==> config.mk <==
export PLATFORM = sky130hd
export DESIGN_NAME = ths_i2c_target
export DESIGN_NICKNAME = d
export VERILOG_FILES = /design/src/include/ths_pkg.sv /design/src/include/ths_bus_if.sv /design/src/rtl/ths_edges.sv /design/src/rtl/ths_crc16.sv /design/src/rtl/ths_i2c_target.sv
export SDC_FILE = /design/constraint.sdc
export NUM_CORES = 1
export LEC_CHECK = 0
export BUFFER_PORTS_ARGS = -buffer_cell sky130_fd_sc_hd__buf_4
export CORE_MARGIN = 8
export CORE_UTILIZATION = 57
export CTS_CLUSTER_DIAMETER = 40
export DETAILED_ROUTE_END_ITERATION = 8
export PLACE_DENSITY = 0.87
export SETUP_SLACK_MARGIN = 0.2
export SLEW_MARGIN = 20
export SYNTH_ARGS = -nofsm -noshare
export SYNTH_HDL_FRONTEND = slang
export SYNTH_SLANG_ARGS = --single-unit
==> constraint.sdc <==
create_clock -name clk -period 10.9 [get_ports clk]
set_input_delay 1.09 -clock clk [delete_from_list [all_inputs] [get_ports clk]]
set_output_delay 1.09 -clock clk [all_outputs]
set_load 0.02 [all_outputs]
==> src/include/ths_pkg.sv <==
// Constants and types shared by the sensor I2C target logic.
package ths_pkg;
  localparam logic [6:0]  DEV_ADDR7   = 7'h5c;
  localparam logic [7:0]  FC_READ     = 8'h03;
  localparam logic [7:0]  FC_WRITE    = 8'h10;
  localparam logic [7:0]  FC_MAX      = 8'h7f;
  localparam logic [7:0]  FC_ERR_FLAG = 8'h80;
  localparam logic [7:0]  ERR_CODE    = 8'h01;
  localparam logic [7:0]  MAX_REGS    = 8'h0a;
  localparam logic [7:0]  RQ_HDR_B    = 8'h03;
  localparam logic [15:0] CRC_INIT    = 16'hffff;
  localparam logic [15:0] CRC_POLY    = 16'ha001;
  localparam int          REG_N       = 32;
  localparam logic [3:0]  BIT_ACK     = 4'h8;
  localparam logic [4:0]  RQ_FC       = 5'h00;
  localparam logic [4:0]  RQ_SA       = 5'h01;
  localparam logic [4:0]  RQ_CNT      = 5'h02;
  localparam logic [4:0]  RQ_HDR      = 5'h03;
  localparam logic [4:0]  RS_B1       = 5'h01;
  localparam logic [4:0]  RS_B2       = 5'h02;
  localparam logic [4:0]  RS_RD_HDR   = 5'h02;
  localparam logic [4:0]  RS_WR_LEN   = 5'h03;
  localparam logic [4:0]  RS_ERR_LEN  = 5'h02;
  localparam logic [4:0]  IDX_MAX     = 5'h1f;
  localparam int          RH_HI       = 0;
  localparam int          RH_LO       = 1;
  localparam int          TP_HI       = 2;
  localparam int          TP_LO       = 3;
  localparam int unsigned CLK_HZ      = 25000000;
  localparam int unsigned TMO_S       = 3;
  localparam int unsigned TMO_CYC     = TMO_S * CLK_HZ;

  typedef enum logic [1:0] {
    SN_SLEEP = 2'b00,
    SN_AWAKE = 2'b01,
    SN_MEAS  = 2'b10
  } ths_pwr_e;

  typedef enum logic [2:0] {
    XF_IDLE = 3'b000,
    XF_ADDR = 3'b001,
    XF_WR   = 3'b010,
    XF_RD   = 3'b011,
    XF_SKIP = 3'b100
  } ths_xfer_e;
endpackage : ths_pkg

==> src/include/ths_bus_if.sv <==
// Bus line events passed from the pin front end to the protocol core.
`timescale 1ns/1ns
`default_nettype none
interface ths_bus_if;
  logic scl_rise;
  logic scl_fall;
  logic sda;
  logic start_det;
  logic stop_det;
  modport fe (output scl_rise, scl_fall, sda, start_det, stop_det);
  modport core (input scl_rise, scl_fall, sda, start_det, stop_det);
endinterface : ths_bus_if
`default_nettype wire

==> src/rtl/ths_edges.sv <==
// Pin synchroniser and start, stop and clock edge detector.
`timescale 1ns/1ns
`default_nettype none
module ths_edges
(
  input  wire logic clk,
  input  wire logic rst_n,
  input  wire logic scl_i,
  input  wire logic sda_i,
  ths_bus_if.fe     bus
);
  logic [1:0] scl_s_r;
  logic [1:0] sda_s_r;
  logic       scl_d_r;
  logic       sda_d_r;

  always_ff @(posedge clk or negedge rst_n)
  begin
    if (!rst_n)
    begin
      scl_s_r <= 2'h3;
      sda_s_r <= 2'h3;
      scl_d_r <= 1'b1;
      sda_d_r <= 1'b1;
    end
    else
    begin
      scl_s_r <= {scl_s_r[0], scl_i};
      sda_s_r <= {sda_s_r[0], sda_i};
      scl_d_r <= scl_s_r[1];
      sda_d_r <= sda_s_r[1];
    end
  end

  // Only the second stage and its delayed copy are looked at.
  always_ff @(posedge clk or negedge rst_n)
  begin
    if (!rst_n)
    begin
      bus.scl_rise  <= 1'b0;
      bus.scl_fall  <= 1'b0;
      bus.sda       <= 1'b1;
      bus.start_det <= 1'b0;
      bus.stop_det  <= 1'b0;
    end
    else
    begin
      bus.scl_rise  <= scl_s_r[1] & ~scl_d_r;
      bus.scl_fall  <= ~scl_s_r[1] & scl_d_r;
      bus.sda       <= sda_s_r[1];
      bus.start_det <= scl_s_r[1] & scl_d_r & ~sda_s_r[1] & sda_d_r;
      bus.stop_det  <= scl_s_r[1] & scl_d_r & sda_s_r[1] & ~sda_d_r;
    end
  end
endmodule : ths_edges
`default_nettype wire

==> src/rtl/ths_crc16.sv <==
// One byte step of the reflected CRC-16.
`timescale 1ns/1ns
`default_nettype none
module ths_crc16
  import ths_pkg::*;
(
  input  wire logic [15:0] crc_i,
  input  wire logic [7:0]  byte_i,
  output logic      [15:0] crc_o
);
  always_comb
  begin
    crc_o = crc_i ^ {8'h00, byte_i};
    for (int i = 0; i < 8; i++)
    begin
      if (crc_o[0])
        crc_o = (crc_o >> 1) ^ CRC_POLY;
      else
        crc_o = crc_o >> 1;
    end
  end
endmodule : ths_crc16
`default_nettype wire

==> src/rtl/ths_i2c_target.sv <==
// I2C target with the function-code register protocol and sleep control.
`timescale 1ns/1ns
`default_nettype none
module ths_i2c_target
  import ths_pkg::*;
#(
  parameter int unsigned TMO_CYCLES = TMO_CYC
)
(
  input  wire logic        clk,
  input  wire logic        rst_n,
  input  wire logic        scl_i,
  input  wire logic        sda_i,
  output logic             sda_o,
  output logic             sda_oe,
  output logic             awake,
  output logic             meas_start,
  input  wire logic        meas_done,
  input  wire logic [15:0] meas_rh,
  input  wire logic [15:0] meas_temp
);
  localparam int TW = $clog2(TMO_CYCLES + 1);
  localparam logic [TW-1:0] TMO_LAST = TW'(TMO_CYCLES - 1);

  logic [1:0]    rst_s_r;
  logic          rst_sync_n;
  ths_pwr_e      pwr_r;
  ths_xfer_e     xf_r;
  logic [3:0]    bitcnt_r;
  logic          ackph_r;
  logic          nack_r;
  logic [7:0]    sh_r;
  logic [7:0]    tx_r;
  logic          sda_oe_r;
  logic          sda_o_r;
  logic          awake_r;
  logic          meas_start_r;
  logic          rd_sent_r;
  logic [7:0]    fc_r;
  logic [7:0]    sa_r;
  logic [7:0]    cnt_r;
  logic [4:0]    rx_idx_r;
  logic [4:0]    tx_idx_r;
  logic [15:0]   crc_r;
  logic [15:0]   crc_step;
  logic [TW-1:0] tmo_r;
  logic [7:0]    mem_r [REG_N];
  logic [7:0]    rsp_byte;
  logic [4:0]    rsp_len;
  logic          byte_done;
  logic          ack_fall;
  logic          addr_hit;
  logic          addr_rd;
  logic          ack_now;
  logic          load_tx;
  logic          tmo_hit;
  logic          fc_legal;
  logic          req_rd_ok;
  logic          req_wr_ok;
  logic          wr_data;
  logic [4:0]    wr_idx;

  ths_bus_if bus ();

  // Reset is released through two flops so all logic leaves it together.
  always_ff @(posedge clk or negedge rst_n)
  begin
    if (!rst_n)
      rst_s_r <= 2'h0;
    else
      rst_s_r <= {rst_s_r[0], 1'b1};
  end
  assign rst_sync_n = rst_s_r[1];

  ths_edges u_edges
  (
    .clk   (clk),
    .rst_n (rst_sync_n),
    .scl_i (scl_i),
    .sda_i (sda_i),
    .bus   (bus.fe)
  );

  ths_crc16 u_crc
  (
    .crc_i  (crc_r),
    .byte_i (rsp_byte),
    .crc_o  (crc_step)
  );

  // A byte is eight clocked bits; the ninth clock carries the ack.
  assign byte_done = bus.scl_fall && !ackph_r && bitcnt_r == BIT_ACK;
  assign ack_fall  = bus.scl_fall && ackph_r;
  assign addr_hit  = sh_r[7:1] == DEV_ADDR7;
  assign addr_rd   = sh_r[0];
  assign tmo_hit   = pwr_r == SN_AWAKE && tmo_r == TMO_LAST;
  assign load_tx   = xf_r == XF_RD && !nack_r;

  // A wake-up access while asleep is deliberately not acknowledged.
  assign ack_now = (xf_r == XF_ADDR && pwr_r == SN_AWAKE && addr_hit)
                || xf_r == XF_WR;

  assign fc_legal  = fc_r != 8'h00 && fc_r <= FC_MAX;
  assign req_rd_ok = fc_legal && fc_r == FC_READ && rx_idx_r >= RQ_HDR
                  && cnt_r != 8'h00 && cnt_r <= MAX_REGS;
  assign req_wr_ok = fc_legal && fc_r == FC_WRITE && rx_idx_r >= RQ_HDR
                  && cnt_r <= MAX_REGS;

  always_comb
  begin
    if (req_rd_ok)
      rsp_len = cnt_r[4:0] + RS_RD_HDR;
    else if (req_wr_ok)
      rsp_len = RS_WR_LEN;
    else
      rsp_len = RS_ERR_LEN;
  end

  // Response bytes are built on the fly from the captured request.
  always_comb
  begin
    rsp_byte = 8'hff;
    if (tx_idx_r == RQ_FC)
    begin
      if (req_rd_ok || req_wr_ok)
        rsp_byte = fc_r;
      else
        rsp_byte = fc_r | FC_ERR_FLAG;
    end
    else if (tx_idx_r < rsp_len)
    begin
      if (req_rd_ok)
      begin
        if (tx_idx_r == RS_B1)
          rsp_byte = cnt_r;
        else
          rsp_byte = mem_r[sa_r[4:0] + tx_idx_r - RS_RD_HDR];
      end
      else if (req_wr_ok)
      begin
        if (tx_idx_r == RS_B1)
          rsp_byte = sa_r;
        else if (tx_idx_r == RS_B2)
          rsp_byte = cnt_r;
      end
      else
        rsp_byte = ERR_CODE;
    end
    else if (tx_idx_r == rsp_len)
      rsp_byte = crc_r[7:0];
    else if (tx_idx_r == rsp_len + RS_B1)
      rsp_byte = crc_r[15:8];
  end

  // Bit engine: shift in on rising SCL, drive SDA after falling SCL.
  always_ff @(posedge clk or negedge rst_sync_n)
  begin
    if (!rst_sync_n)
    begin
      bitcnt_r <= 4'h0;
      ackph_r  <= 1'b0;
      nack_r   <= 1'b0;
      sh_r     <= 8'h00;
      tx_r     <= 8'h00;
      sda_oe_r <= 1'b0;
    end
    else if (bus.start_det || bus.stop_det || tmo_hit)
    begin
      // A stop before the check bytes just ends the read cleanly.
      bitcnt_r <= 4'h0;
      ackph_r  <= 1'b0;
      sda_oe_r <= 1'b0;
    end
    else if (bus.scl_rise)
    begin
      if (!ackph_r)
      begin
        sh_r     <= {sh_r[6:0], bus.sda};
        bitcnt_r <= bitcnt_r + 4'h1;
      end
      else
        nack_r <= bus.sda;
    end
    else if (byte_done)
    begin
      ackph_r  <= 1'b1;
      sda_oe_r <= ack_now;
      if (xf_r == XF_ADDR)
        nack_r <= 1'b0;
    end
    else if (ack_fall)
    begin
      ackph_r  <= 1'b0;
      bitcnt_r <= 4'h0;
      if (load_tx)
      begin
        tx_r     <= {rsp_byte[6:0], 1'b0};
        sda_oe_r <= !rsp_byte[7];
      end
      else
        sda_oe_r <= 1'b0;
    end
    else if (bus.scl_fall && xf_r == XF_RD && !nack_r && bitcnt_r != 4'h0)
    begin
      tx_r     <= {tx_r[6:0], 1'b0};
      sda_oe_r <= !tx_r[7];
    end
  end

  // Transfer state: address, request capture and response fetch.
  always_ff @(posedge clk or negedge rst_sync_n)
  begin
    if (!rst_sync_n)
    begin
      xf_r      <= XF_IDLE;
      fc_r      <= 8'h00;
      sa_r      <= 8'h00;
      cnt_r     <= 8'h00;
      rx_idx_r  <= 5'h00;
      tx_idx_r  <= 5'h00;
      crc_r     <= CRC_INIT;
      rd_sent_r <= 1'b0;
    end
    else if (bus.stop_det || tmo_hit)
      xf_r <= XF_IDLE;
    else if (bus.start_det)
      xf_r <= XF_ADDR;
    else if (byte_done)
    begin
      case (xf_r)
        XF_ADDR:
        begin
          if (pwr_r == SN_AWAKE && addr_hit && addr_rd)
          begin
            xf_r      <= XF_RD;
            tx_idx_r  <= 5'h00;
            crc_r     <= CRC_INIT;
            rd_sent_r <= 1'b0;
          end
          else if (pwr_r == SN_AWAKE && addr_hit)
          begin
            xf_r     <= XF_WR;
            rx_idx_r <= 5'h00;
            fc_r     <= 8'h00;
          end
          else
            xf_r <= XF_SKIP;
        end
        XF_WR:
        begin
          if (rx_idx_r == RQ_FC)
            fc_r <= sh_r;
          else if (rx_idx_r == RQ_SA)
            sa_r <= sh_r;
          else if (rx_idx_r == RQ_CNT)
            cnt_r <= sh_r;
          if (rx_idx_r != IDX_MAX)
            rx_idx_r <= rx_idx_r + 5'h01;
        end
        default:
        begin
        end
      endcase
    end
    else if (ack_fall && load_tx)
    begin
      rd_sent_r <= 1'b1;
      if (tx_idx_r < rsp_len)
        crc_r <= crc_step;
      if (tx_idx_r != IDX_MAX)
        tx_idx_r <= tx_idx_r + 5'h01;
    end
  end

  // Host data lands in consecutive registers as each byte arrives.
  assign wr_data = byte_done && xf_r == XF_WR && req_wr_ok
                && {3'h0, rx_idx_r} < cnt_r + RQ_HDR_B;
  assign wr_idx  = sa_r[4:0] + rx_idx_r - RQ_HDR;

  genvar g;
  generate
    for (g = 0; g < REG_N; g++)
    begin : g_mem
      always_ff @(posedge clk or negedge rst_sync_n)
      begin
        if (!rst_sync_n)
          mem_r[g] <= 8'h00;
        else if (meas_done && pwr_r == SN_MEAS && g == RH_HI)
          mem_r[g] <= meas_rh[15:8];
        else if (meas_done && pwr_r == SN_MEAS && g == RH_LO)
          mem_r[g] <= meas_rh[7:0];
        else if (meas_done && pwr_r == SN_MEAS && g == TP_HI)
          mem_r[g] <= meas_temp[15:8];
        else if (meas_done && pwr_r == SN_MEAS && g == TP_LO)
          mem_r[g] <= meas_temp[7:0];
        else if (wr_data && wr_idx == 5'(g))
          mem_r[g] <= sh_r;
      end
    end
  endgenerate

  // Power state: asleep until woken, measuring after each read that sent data.
  always_ff @(posedge clk or negedge rst_sync_n)
  begin
    if (!rst_sync_n)
    begin
      pwr_r        <= SN_SLEEP;
      tmo_r        <= '0;
      meas_start_r <= 1'b0;
    end
    else
    begin
      meas_start_r <= 1'b0;
      case (pwr_r)
        SN_SLEEP:
        begin
          tmo_r <= '0;
          if (byte_done && xf_r == XF_ADDR && addr_hit && !addr_rd)
            pwr_r <= SN_AWAKE;
        end
        SN_AWAKE:
        begin
          tmo_r <= tmo_r + 1'b1;
          if (tmo_hit)
            pwr_r <= SN_SLEEP;
          else if (bus.stop_det && xf_r == XF_RD && rd_sent_r)
          begin
            // The acquisition result only shows in the next exchange.
            pwr_r        <= SN_MEAS;
            meas_start_r <= 1'b1;
          end
        end
        SN_MEAS:
        begin
          if (meas_done)
            pwr_r <= SN_SLEEP;
        end
        default:
          pwr_r <= SN_SLEEP;
      endcase
    end
  end

  always_ff @(posedge clk or negedge rst_sync_n)
  begin
    if (!rst_sync_n)
    begin
      awake_r <= 1'b0;
      sda_o_r <= 1'b0;
    end
    else
    begin
      awake_r <= pwr_r != SN_SLEEP;
      sda_o_r <= 1'b0;
    end
  end

  assign sda_o      = sda_o_r;
  assign sda_oe     = sda_oe_r;
  assign awake      = awake_r;
  assign meas_start = meas_start_r;
endmodule : ths_i2c_target
`default_nettype wire

Word level (Yosys, flattened, before mapping)
Cells that the tools add are included.
Storage, ports and cells
  output and inout port bits: 4
  bits of input ports: 37
  register bits after elaboration: 376
  logic and storage cells: 370
Operators by class
  bitwise logic cells: 29
  order comparisons: 6
  multiplexer cells: 90
  add/sub/neg operators: 11
  equality and inequality tests: 63
  reductions and logical operators: 112
Operators by type and width (number)
  16-bit 2-to-1 mux: 13
  8-bit 2-to-1 mux: 26
  5-bit equality test (second input constant): 16
  1-bit logical AND: 62
  27-bit one-hot mux with 2 select lines: 1
  5-bit 2-to-1 mux: 9
  8-bit binary-select mux with 5-bit select: 1
  5-bit by 4-bit equality test with 1-bit output (second input constant): 8
  27-bit by 1-bit adder with 27-bit output (second input constant): 1
  27-bit equality test (second input constant): 1
  2-bit nonzero test: 13
  2-bit NOT with 3-bit output: 8
  1-bit 2-to-1 mux: 22
  7-bit AND reduction: 3
  5-bit by 2-bit equality test with 1-bit output (second input constant): 4
  5-bit by 3-bit equality test with 1-bit output (second input constant): 4
  4-bit 2-to-1 mux: 5
  3-bit 2-to-1 mux: 6
  6-bit AND reduction: 3
  8-bit one-hot mux with 2 select lines: 1
  8-bit nonzero test: 2
  16-bit by 8-bit XOR with 16-bit output: 1
  5-bit by 1-bit adder with 5-bit output (second input constant): 3
  5-bit by 1-bit equality test with 1-bit output (second input constant): 3
  42 further kinds: 95

Longest topological paths before layout
Gate-level depths: netlist of run 1.
  word-level depth: 33
  gate-level depth with buffers: 21
  mapped depth without buffers: 20

Cells and area by module
Synthesis of run 1 repeated with hierarchy kept, for this count alone.
Second synthesis, totals
  cell total of the unflattened synthesis: 1607
  area, all modules: 19505.0 sq um
Modules (own cells, without submodules)
  ths_i2c_target: instances 1, area each 18930.7 sq um, seq. area each 9153.8 sq um, cells each 1564
  ths_edges: instances 1, area each 290.3 sq um, seq. area each 257.7 sq um, cells each 14
  ths_crc16: instances 1, area each 284.0 sq um, seq. area each 0.0 sq um, cells each 29

Least setup slack after synthesis of run 1
No wires, ideal clock.
  kind: register -> register
  start point: register tx_idx_r[1]
  end point: register crc_r[0]
  cell stages (with the launch flop): 20
  path slack: 6422 ps
  buffers on the path: 3
  arrival time: 4398 ps
  setup time: 80 ps
  required time: 10820 ps
  clock period less this slack: 4478 ps
  cells stage by stage: dfrtp_1 inv_1 ha_1 inv_1 ha_1 inv_1 fa_1 buf_2 buf_2 clkbuf_1 nor3_1 a211oi_1 nand2_1 a31oi_1 o311ai_2 a311o_1 xnor2_2 xor3_2 xor3_1 o22a_1
Between the ends
  cells in the longest elaborated chain, start to end: 23
  elaborated cells between the ends (all ways): 42
  classes of those cells: add/sub (2); order compare (1); eq/ne (4); mux (23); bitwise (9); reduce/logical (3)
Ends and longest elaborated chain
  from (decl): line ths_i2c_target.sv:43  | logic [4:0] tx_idx_r;
  from (signal assigned): line ths_i2c_target.sv:271  | tx_idx_r <= tx_idx_r + 5'h01;
  5-bit adder: line ths_i2c_target.sv:137  | rsp_byte = mem_r[sa_r[4:0] + tx_idx_r - RS_RD_HDR];
  5-bit by 2-bit subtractor with 5-bit output: line ths_i2c_target.sv:137
  5-bit NOT with 6-bit output (not written as such): line ths_i2c_target.sv:137
  8-bit binary-select mux with 5-bit select: line ths_i2c_target.sv:137
  8-bit 2-to-1 mux (not written as such) (2 in a row): line ths_i2c_target.sv:137
  8-bit 2-to-1 mux: line ths_i2c_target.sv:134  | if (tx_idx_r == RS_B1)
  8-bit 2-to-1 mux: line ths_i2c_target.sv:132  | if (req_rd_ok)
  8-bit 2-to-1 mux: line ths_i2c_target.sv:130  | else if (tx_idx_r < rsp_len)
  8-bit 2-to-1 mux: line ths_i2c_target.sv:123  | if (tx_idx_r == RQ_FC)
  16-bit by 8-bit XOR with 16-bit output: line ths_crc16.sv:13  | crc_o = crc_i ^ {8'h00, byte_i};
  16-bit 2-to-1 mux / 2-bit NOT with 3-bit output (equally long branches) (6 in a row)
  2-bit NOT with 3-bit output (no source line) / 16-bit 2-to-1 mux (equally long branches)
  16-bit 2-to-1 mux (2 in a row): line ths_crc16.sv:16  | if (crc_o[0])
  16-bit 2-to-1 mux: line ths_i2c_target.sv:268  | if (tx_idx_r < rsp_len)
  16-bit 2-to-1 mux: line ths_i2c_target.sv:265  | else if (ack_fall && load_tx)
  16-bit 2-to-1 mux: line ths_i2c_target.sv:228  | else if (byte_done)
  to (signal assigned): line ths_i2c_target.sv:269  | crc_r <= crc_step;
  to (decl): line ths_i2c_target.sv:44  | logic [15:0] crc_r;
Parallel ways exist; a longest one is shown, timed or not. The select of a mux whose other input is x is not followed.
A chain may end at the register's enable or synchronous reset.

Worst setup path in the final report of run 1
Same ends and word-level chain as after synthesis.

==> summary.md, run 1 <==
| Metric | Value |
|---|---|
| Worst setup SP type | `flip-flop` |
| CTS root buffer | `clkbuf_16` |
| Rows | `67` |
| Top post-synthesis cells by area | `dfrtp_1, mux2_2, mux4_2` |
| Flops & latches, synth | `375` |
| Actual slew at the worst max-slew pin | `1.11 ns` |
| Sequential cell area | `0.00942 mm2` |
| Sw frac | `26.7%` |
| Ports | `41` |
| CORE AREA | `0.0336 mm2` |
| Post-DRT Antenna Nets | `0` |
| Finished Layout Cells | `2,129` |
| Primary FF master, synth | `dfrtp_1` |
| Vias in the first global route | `14,000` |
| Hold Buf Count CTS | `0` |
| Crit-path max FO | `43` |
| Number of synthesized flops with an enable pin | `0` |
| Leak | `10.1 nW` |
| Unrepaired setup endpoints after global routing | `false` |
| Clock Skews | `0.0234 ns` |
| CTS tree | `done` |
| Commonest cells post-synth | `dfrtp_1, mux2_2, nand2_1` |
| Post-DP Area | `0.0200 mm2` |
| Power share of the clock group | `47.2%` |
| Placer Congestion | `0.928` |
| Yosys Warn Count | `0` |
| Largest family of logic cells by synthesized area | `multiplexers` |
| Post-synth top area cell | `dfrtp_1` |
| Die width | `201 um` |
| Post-CTS sizing | `0` |
| Vias | `13,500` |
| Logic pwr share | `8.6%` |
| Clk sinks | `375` |
| Buffers on Ports | `39` |
| Die ar. | `0.0403 mm2` |
| Nets | `1,723` |
| 1st-pass router iterations | `7` |
| WL final | `47.4 mm` |
| Wire length per cell | `22.3 um` |
| First-pass GRT wire length | `76.4 mm` |
| Later-pin clock latency in the skew report | `0.57 ns` |
| Status | `complete, no violations` |
| Post-CTS Setup Bufs | `0` |
| Hold Fails Final Rpt | `0` |
| Delay of the slowest critical-path stage | `1.18 ns` |
| Total grt overflow | `0` |
| Crit path arrival time | `6.25 ns` |
| Starting density of the core | `57.9%` |
| Syn Area/Cell | `11.9 um2` |
| Clock slew at reported path FFs | `0.06 ns` |
| All-layer global routing usage | `23.4%` |
| Crit path kind | `flip-flop to flip-flop` |
| HP Class | `primary input to asynchronous set/reset pin` |
| Synth async-reset ratio | `100%` |
| Largest net degree at the start of global routing | `86` |
| Int Pwr | `2.45 mW` |
| Dpl hpwl | `31.0 mm` |
| CTS max path bufs | `3` |
| Critical Path Slowest Stage Cell | `fa_2` |
| CP most frequent cell | `inv_1` |
| Max_slew headroom | `25.7%` |
| Mux contribution to synthesized area | `23.1%` |
| Cell with the most instances after synthesis | `dfrtp_1` |
| Fin area | `0.0216 mm2` |
| NetSw | `0.894 mW` |
| Period minus WS final | `5.77 ns` |
| Peak supply drop | `0.146 mV` |
| F_max | `173 MHz` |
| Area of the multi-input gates | `0.00940 mm2` |
| PwrDens | `155 mW/mm2` |
| Setup TNS | `0 ns` |
| CP endpoint kind | `flip-flop` |
| Max-slew violation count | `0` |
| Synth top area share | `45.3%` |
| Mapped cell area | `0.0195 mm2` |
| Compound-gate portion of the synthesized area | `9.16%` |
| Reg power frac | `44.2%` |
| Fillers | `2,358` |
| Yosys cell types | `93` |
| CTS H-tree lvls | `2` |
| Iter 0 DRT Violations | `1,213` |
| Die Ht | `201 um` |
| DRC viols | `0` |
| Register area share after synthesis | `48.3%` |
| Simple-gate area share of the yosys netlist | `10.2%` |
| Area grow syn2layout | `10.9%` |
| Worst path required time | `11.38 ns` |
| CP cell instances | `inv_1, ha_1, inv_1, ha_2, inv_1, fa_2, mux4_2, nor2b_1, a211oi_1, nor4_1, nor3_1, o221ai_1, o311ai_1, mux2i_1, xnor2_1, xor3_2, xor3_1, o22a_1` |
| Max-cap viol count | `0` |
| Via density | `6.32` |
| Share of cells above drive strength 1 | `28.0%` |
| Num CTS Buffers | `46` |
| Placed cells | `2,041` |
| Adder-cell share of the synthesized area | `2.90%` |
| Antenna violations before repair | `0` |
| Endpoints failing setup | `0` |
| Post-Synth XOR/XNOR Area | `2.61%` |
| Gate Count Post-Synth | `1,637` |
| Share of the cycle needed by the critical path after routing | `52.9%` |
[final timing paths]
kind                                     from                 end  slack [ns]  depth (start not counted)
max reg2reg                       tx_idx_r[1]            crc_r[0]        5.13                         18
min                                     rst_n          rst_s_r[1]        0.30                          1
max                               tx_idx_r[1]            crc_r[0]        5.13                         18
min reg2reg                u_edges.scl_s_r[0]  u_edges.scl_s_r[1]        0.36                          0
max in group asynchronous          rst_s_r[1]           tmo_r[20]        8.14                          2
min in group clk           u_edges.scl_s_r[0]  u_edges.scl_s_r[1]        0.36                          0
[cells by family after synthesis]
logic type,after synthesis
mux,337
simple gates,412
other cells,2
buf+inv,144
compound gates,272
fa+ha+maj,44
xor+xnor,51
flops,375
[per-layer routing]
layer	share of wire (%)	vias to the layer above	GRT usage, %
met2	49	473	38.7
met5	0	-	0
li1	-	5977	-
met4	4.4	0	11.2
met3	5.7	144	3.89
met1	41	6871	29.7
[metrics by stage]
stage	setup WS (ns)	power (mW)	utilization (%)	hold slack (ns)
finish	5.13	3.35	64.3	0.297
global route	4.84	3.45	64.2	0.286
CTS	5.20	3.36	64.1	0.275
detailed placement	5.28	1.78	59.4	0.341
global placement	5.43	1.77	59.4	0.337
floorplan	4.80	1.66	-	0.331
[worst max-delay path, delay by kind of cell, from the launching register on]
family / cells / cell delay (ns)
simple gates: 3 / 0.52
buf+inv: 3 / 0.27
xor+xnor: 3 / 1.02
compound gates: 4 / 0.95
flops: 1 / 0.49
mux: 2 / 0.79
fa+ha+maj: 3 / 1.64
[cells in the final DEF (no fill, tap or decap), types with 32 or more instances in the layout]
cell type    n
nand3_1     32
a21oi_1     71
xor2_1      32
buf_4       57
nor2_1      99
clkbuf_16   47
mux2i_1     52
mux4_2      38
ha_1        40
nand2_1    149
o21ai_0     73
dfrtp_1    351
mux2_2     223
inv_1       40
[power by group through the flow]
| stage | logic [mW] | clock network, mW | registers [mW] |
|---|---|---|---|
| 2_1_floorplan | 0.170 | 0 | 1.49 |
| 3_3_place_gp | 0.267 | 0 | 1.50 |
| 3_5_place_dp | 0.282 | 0 | 1.50 |
| 4_1_cts | 0.285 | 1.60 | 1.48 |
| 5_1_grt | 0.309 | 1.65 | 1.49 |
| 6_report | 0.288 | 1.58 | 1.48 |
[layout make-up]
cell class / instances / area share (%)
diodes: 1 / 0.0116
clock buffers: 58 / 5.96
clock inverters: 28 / 1.45
inverters: 41 / 0.713
multi-input cells: 1119 / 43.5
flip-flops and latches: 375 / 43.6
well taps: 448 / 2.60
repair buffers: 59 / 2.16
[registers in the layout, summed over array words and instances (netlist names), 2 cells and up]
| name | flops |
|---|---|
| bitcnt_r | 4 |
| cnt_r | 8 |
| crc_r | 16 |
| fc_r | 8 |
| mem_r | 256 |
| pwr_r | 2 |
| rst_s_r | 2 |
| rx_idx_r | 5 |
| sa_r | 8 |
| sh_r | 8 |
| tmo_r | 27 |
| tx_idx_r | 5 |
| tx_r | 7 |
| u_edges.scl_s_r | 2 |
| u_edges.sda_s_r | 2 |
| xf_r | 3 |
No activity file was read; power rests on OpenSTA's default activity.
==> run 2: changes to the inputs <==
--- a/config.mk
+++ b/config.mk
@@ -7,10 +7,10 @@
 export LEC_CHECK = 0
 export BUFFER_PORTS_ARGS = -buffer_cell sky130_fd_sc_hd__buf_4
 export CORE_MARGIN = 8
-export CORE_UTILIZATION = 57
+export CORE_UTILIZATION = 60
 export CTS_CLUSTER_DIAMETER = 40
 export DETAILED_ROUTE_END_ITERATION = 8
-export PLACE_DENSITY = 0.87
+export PLACE_DENSITY = 0.88
 export SETUP_SLACK_MARGIN = 0.2
 export SLEW_MARGIN = 20
 export SYNTH_ARGS = -nofsm -noshare
==> constraint.sdc (replaced) <==
create_clock -name clk -period 5.5 [get_ports clk]
set_input_delay 0.55 -clock clk [delete_from_list [all_inputs] [get_ports clk]]
set_output_delay 0.55 -clock clk [all_outputs]
set_load 0.02 [all_outputs]
==> summary.md, run 2 (same netlist as run 1, synthesis figures left out) <==
| Metric | Value |
|---|---|
| Status | `complete, no violations` |
| Commonest non-fill, non-tap cell in the layout | `dfrtp_1` |
| Flip-flop count of the largest register after layout | `256` |
| Total grt overflow | `0` |
| Dpl hpwl | `31.8 mm` |
| Crit path arrival time | `5.50 ns` |
| Crit Reg-Reg Endpoint | `crc_r[0]` |
| NetSw | `1.75 mW` |
| Clock slew at reported path FFs | `0.06 ns` |
| WL final | `49.1 mm` |
| All-layer global routing usage | `25.7%` |
| CP Capture Point | `crc_r[0]` |
| Max-slew violation count | `0` |
| Buffers on Ports | `39` |
| Num CTS Buffers | `47` |
| Crit path kind | `flip-flop to flip-flop` |
| Hold Fails Final Rpt | `0` |
| CTS max path bufs | `3` |
| Crit-path max FO | `23` |
| Period minus WS final | `5.01 ns` |
| Wire length per cell | `23.0 um` |
| Worst path required time | `6.00 ns` |
| R2R cell count | `19` |
| Starting density of the core | `60.3%` |
| Logic pwr share | `9.3%` |
| Share of cells above drive strength 1 | `28.2%` |
| Post-DRT Antenna Nets | `0` |
| 1st-pass router iterations | `7` |
| Sequential cell area | `0.00942 mm2` |
| Setup crit start | `tx_idx_r[1]` |
| CORE AREA | `0.0323 mm2` |
| Max_slew headroom | `30.3%` |
| Placer Congestion | `0.949` |
| Peak supply drop | `0.341 mV` |
| # diodes | `0` |
| Reg power frac | `43.6%` |
| Unrepaired setup endpoints after global routing | `false` |
| Area of the multi-input gates | `0.00940 mm2` |
| Die width | `196 um` |
| Die ar. | `0.0385 mm2` |
| Placed cells | `2,044` |
| Endpoints failing setup | `0` |
| Iter 0 DRT Violations | `1,196` |
| Via density | `6.39` |
| Vias in the first global route | `14,200` |
| F_max | `200 MHz` |
| Flop2flop setup slack | `0.49 ns` |
| Antenna violations before repair | `0` |
| Rows | `66` |
| Power share of the clock group | `47.1%` |
| Later-pin clock latency in the skew report | `0.57 ns` |
| DRC viols | `0` |
| Leak | `10.2 nW` |
| Largest net degree at the start of global routing | `209` |
| Worst r2r src | `tx_idx_r[1]` |
| Setup TNS | `0 ns` |
| Largest Register | `mem_r` |
| Sw frac | `26.3%` |
| CP endpoint kind | `flip-flop` |
| Clk sinks | `375` |
| Most frequent cells in the layout | `dfrtp_1, mux2_2, nand2_1` |
| Share of the cycle needed by the critical path after routing | `91.0%` |
| Post-CTS sizing | `0` |
| CTS root buffer | `clkbuf_16` |
| Nets | `1,736` |
| Worst setup SP type | `flip-flop` |
| Area grow syn2layout | `11.6%` |
| Actual slew at the worst max-slew pin | `1.04 ns` |
| Int Pwr | `4.88 mW` |
| CTS tree | `done` |
| HP Class | `primary input to flip-flop` |
| Vias | `13,600` |
| Ports | `41` |
| First-pass GRT wire length | `78.2 mm` |
| Max-cap viol count | `0` |
| Die Ht | `196 um` |
| Fillers | `2,181` |
| PwrDens | `305 mW/mm2` |
| Finished Layout Cells | `2,134` |
| Clock Skews | `0.0335 ns` |
| CTS H-tree lvls | `2` |
| Largest regs | `mem_r: 256 flops, tmo_r: 27 flops, crc_r: 16 flops` |
==> run 2: cell types whose count changed in the layout (fill, tap and decap cells not counted), moves of 4 or more <==
cell | previous run | this run
clkinvlp_4 | 7 | 3
inv_6 | 9 | 4
buf_12 | 0 | 6
buf_4 | 57 | 63
clkbuf_1 | 4 | 9
==> run 2: worst min path at each step <==
stage	cells after the start	slack (ns)	to	startpoint
after floorplan	0	0.25	rst_s_r[0]	rst_n
after global placement	1	0.33	rst_s_r[0]	rst_n
after detailed placement	1	0.34	rst_s_r[0]	rst_n
after CTS	1	0.08	u_edges.scl_s_r[0]	scl_i
after global routing	1	0.08	u_edges.scl_s_r[0]	scl_i
final	1	0.1	u_edges.scl_s_r[0]	scl_i
==> run 2: per-stage QoR <==
step           hold WS [ns]  worst slack (ns)  instance area (um2)  utilization (%)  power [mW]
6_report             0.0975             0.494                21700             67.3        6.63
5_1_grt              0.0809             0.224                21700             67.3        6.82
2_1_floorplan         0.254              1.02                19500                -        3.29
3_3_place_gp          0.334             0.562                20100             62.2        3.50
3_5_place_dp          0.336             0.483                20100             62.2        3.54
4_1_cts              0.0757             0.485                21700             67.2        6.65
==> run 2: per-layer routing <==
layer	vias to the layer above	global-route usage [%]	part of all wire (%)	routed length (um)
li1	5994	-	-	-
met1	6886	32.2	39	19300
met2	588	42.5	48	23700
met3	166	5.48	7.7	3800
met4	0	11.7	4.6	2280
met5	-	0	0	0
==> run 2: final cells by class <==
class	instances	share of cell area [%]
Clock buffer	61	5.88
Clock inverter	25	1.42
Inverter	41	0.708
Multi-Input combinational cell	1119	43.2
Sequential cell	375	43.3
Tap cell	442	2.54
Timing Repair Buffer	71	2.90
==> run 2: what timing repair did <==
item                       in CTS  in global routing
setup buffers                   0                  2
hold buffers                    1                  0
hold endpoints to repair        2                  0
setup endpoints to repair       0                  1
==> run 2: power groups by stage <==
stage          clock [mW]  sequential, mW  combinational (mW)
2_1_floorplan           0            2.96               0.337
3_3_place_gp            0            2.93               0.572
3_5_place_dp            0            2.94               0.600
4_1_cts              3.15            2.89               0.602
5_1_grt              3.27            2.90               0.654
6_report             3.12            2.89               0.616
==> run 2: worst max-delay path, cell delays in order (launching register included) <==
cell and delay, ns:
dfrtp_1 0.48, inv_1 0.15, ha_1 0.29, inv_1 0.06, ha_2 0.17, inv_1 0.06
fa_2 0.79, buf_12 0.23, mux4_1 0.28, nor2b_1 0.14, a211oi_1 0.22, a211o_1 0.14
a31oi_1 0.11, o311ai_2 0.12, nor3_1 0.08, a311o_1 0.40, xnor2_2 0.19, xor3_2 0.51
xor3_1 0.36, o22a_1 0.17
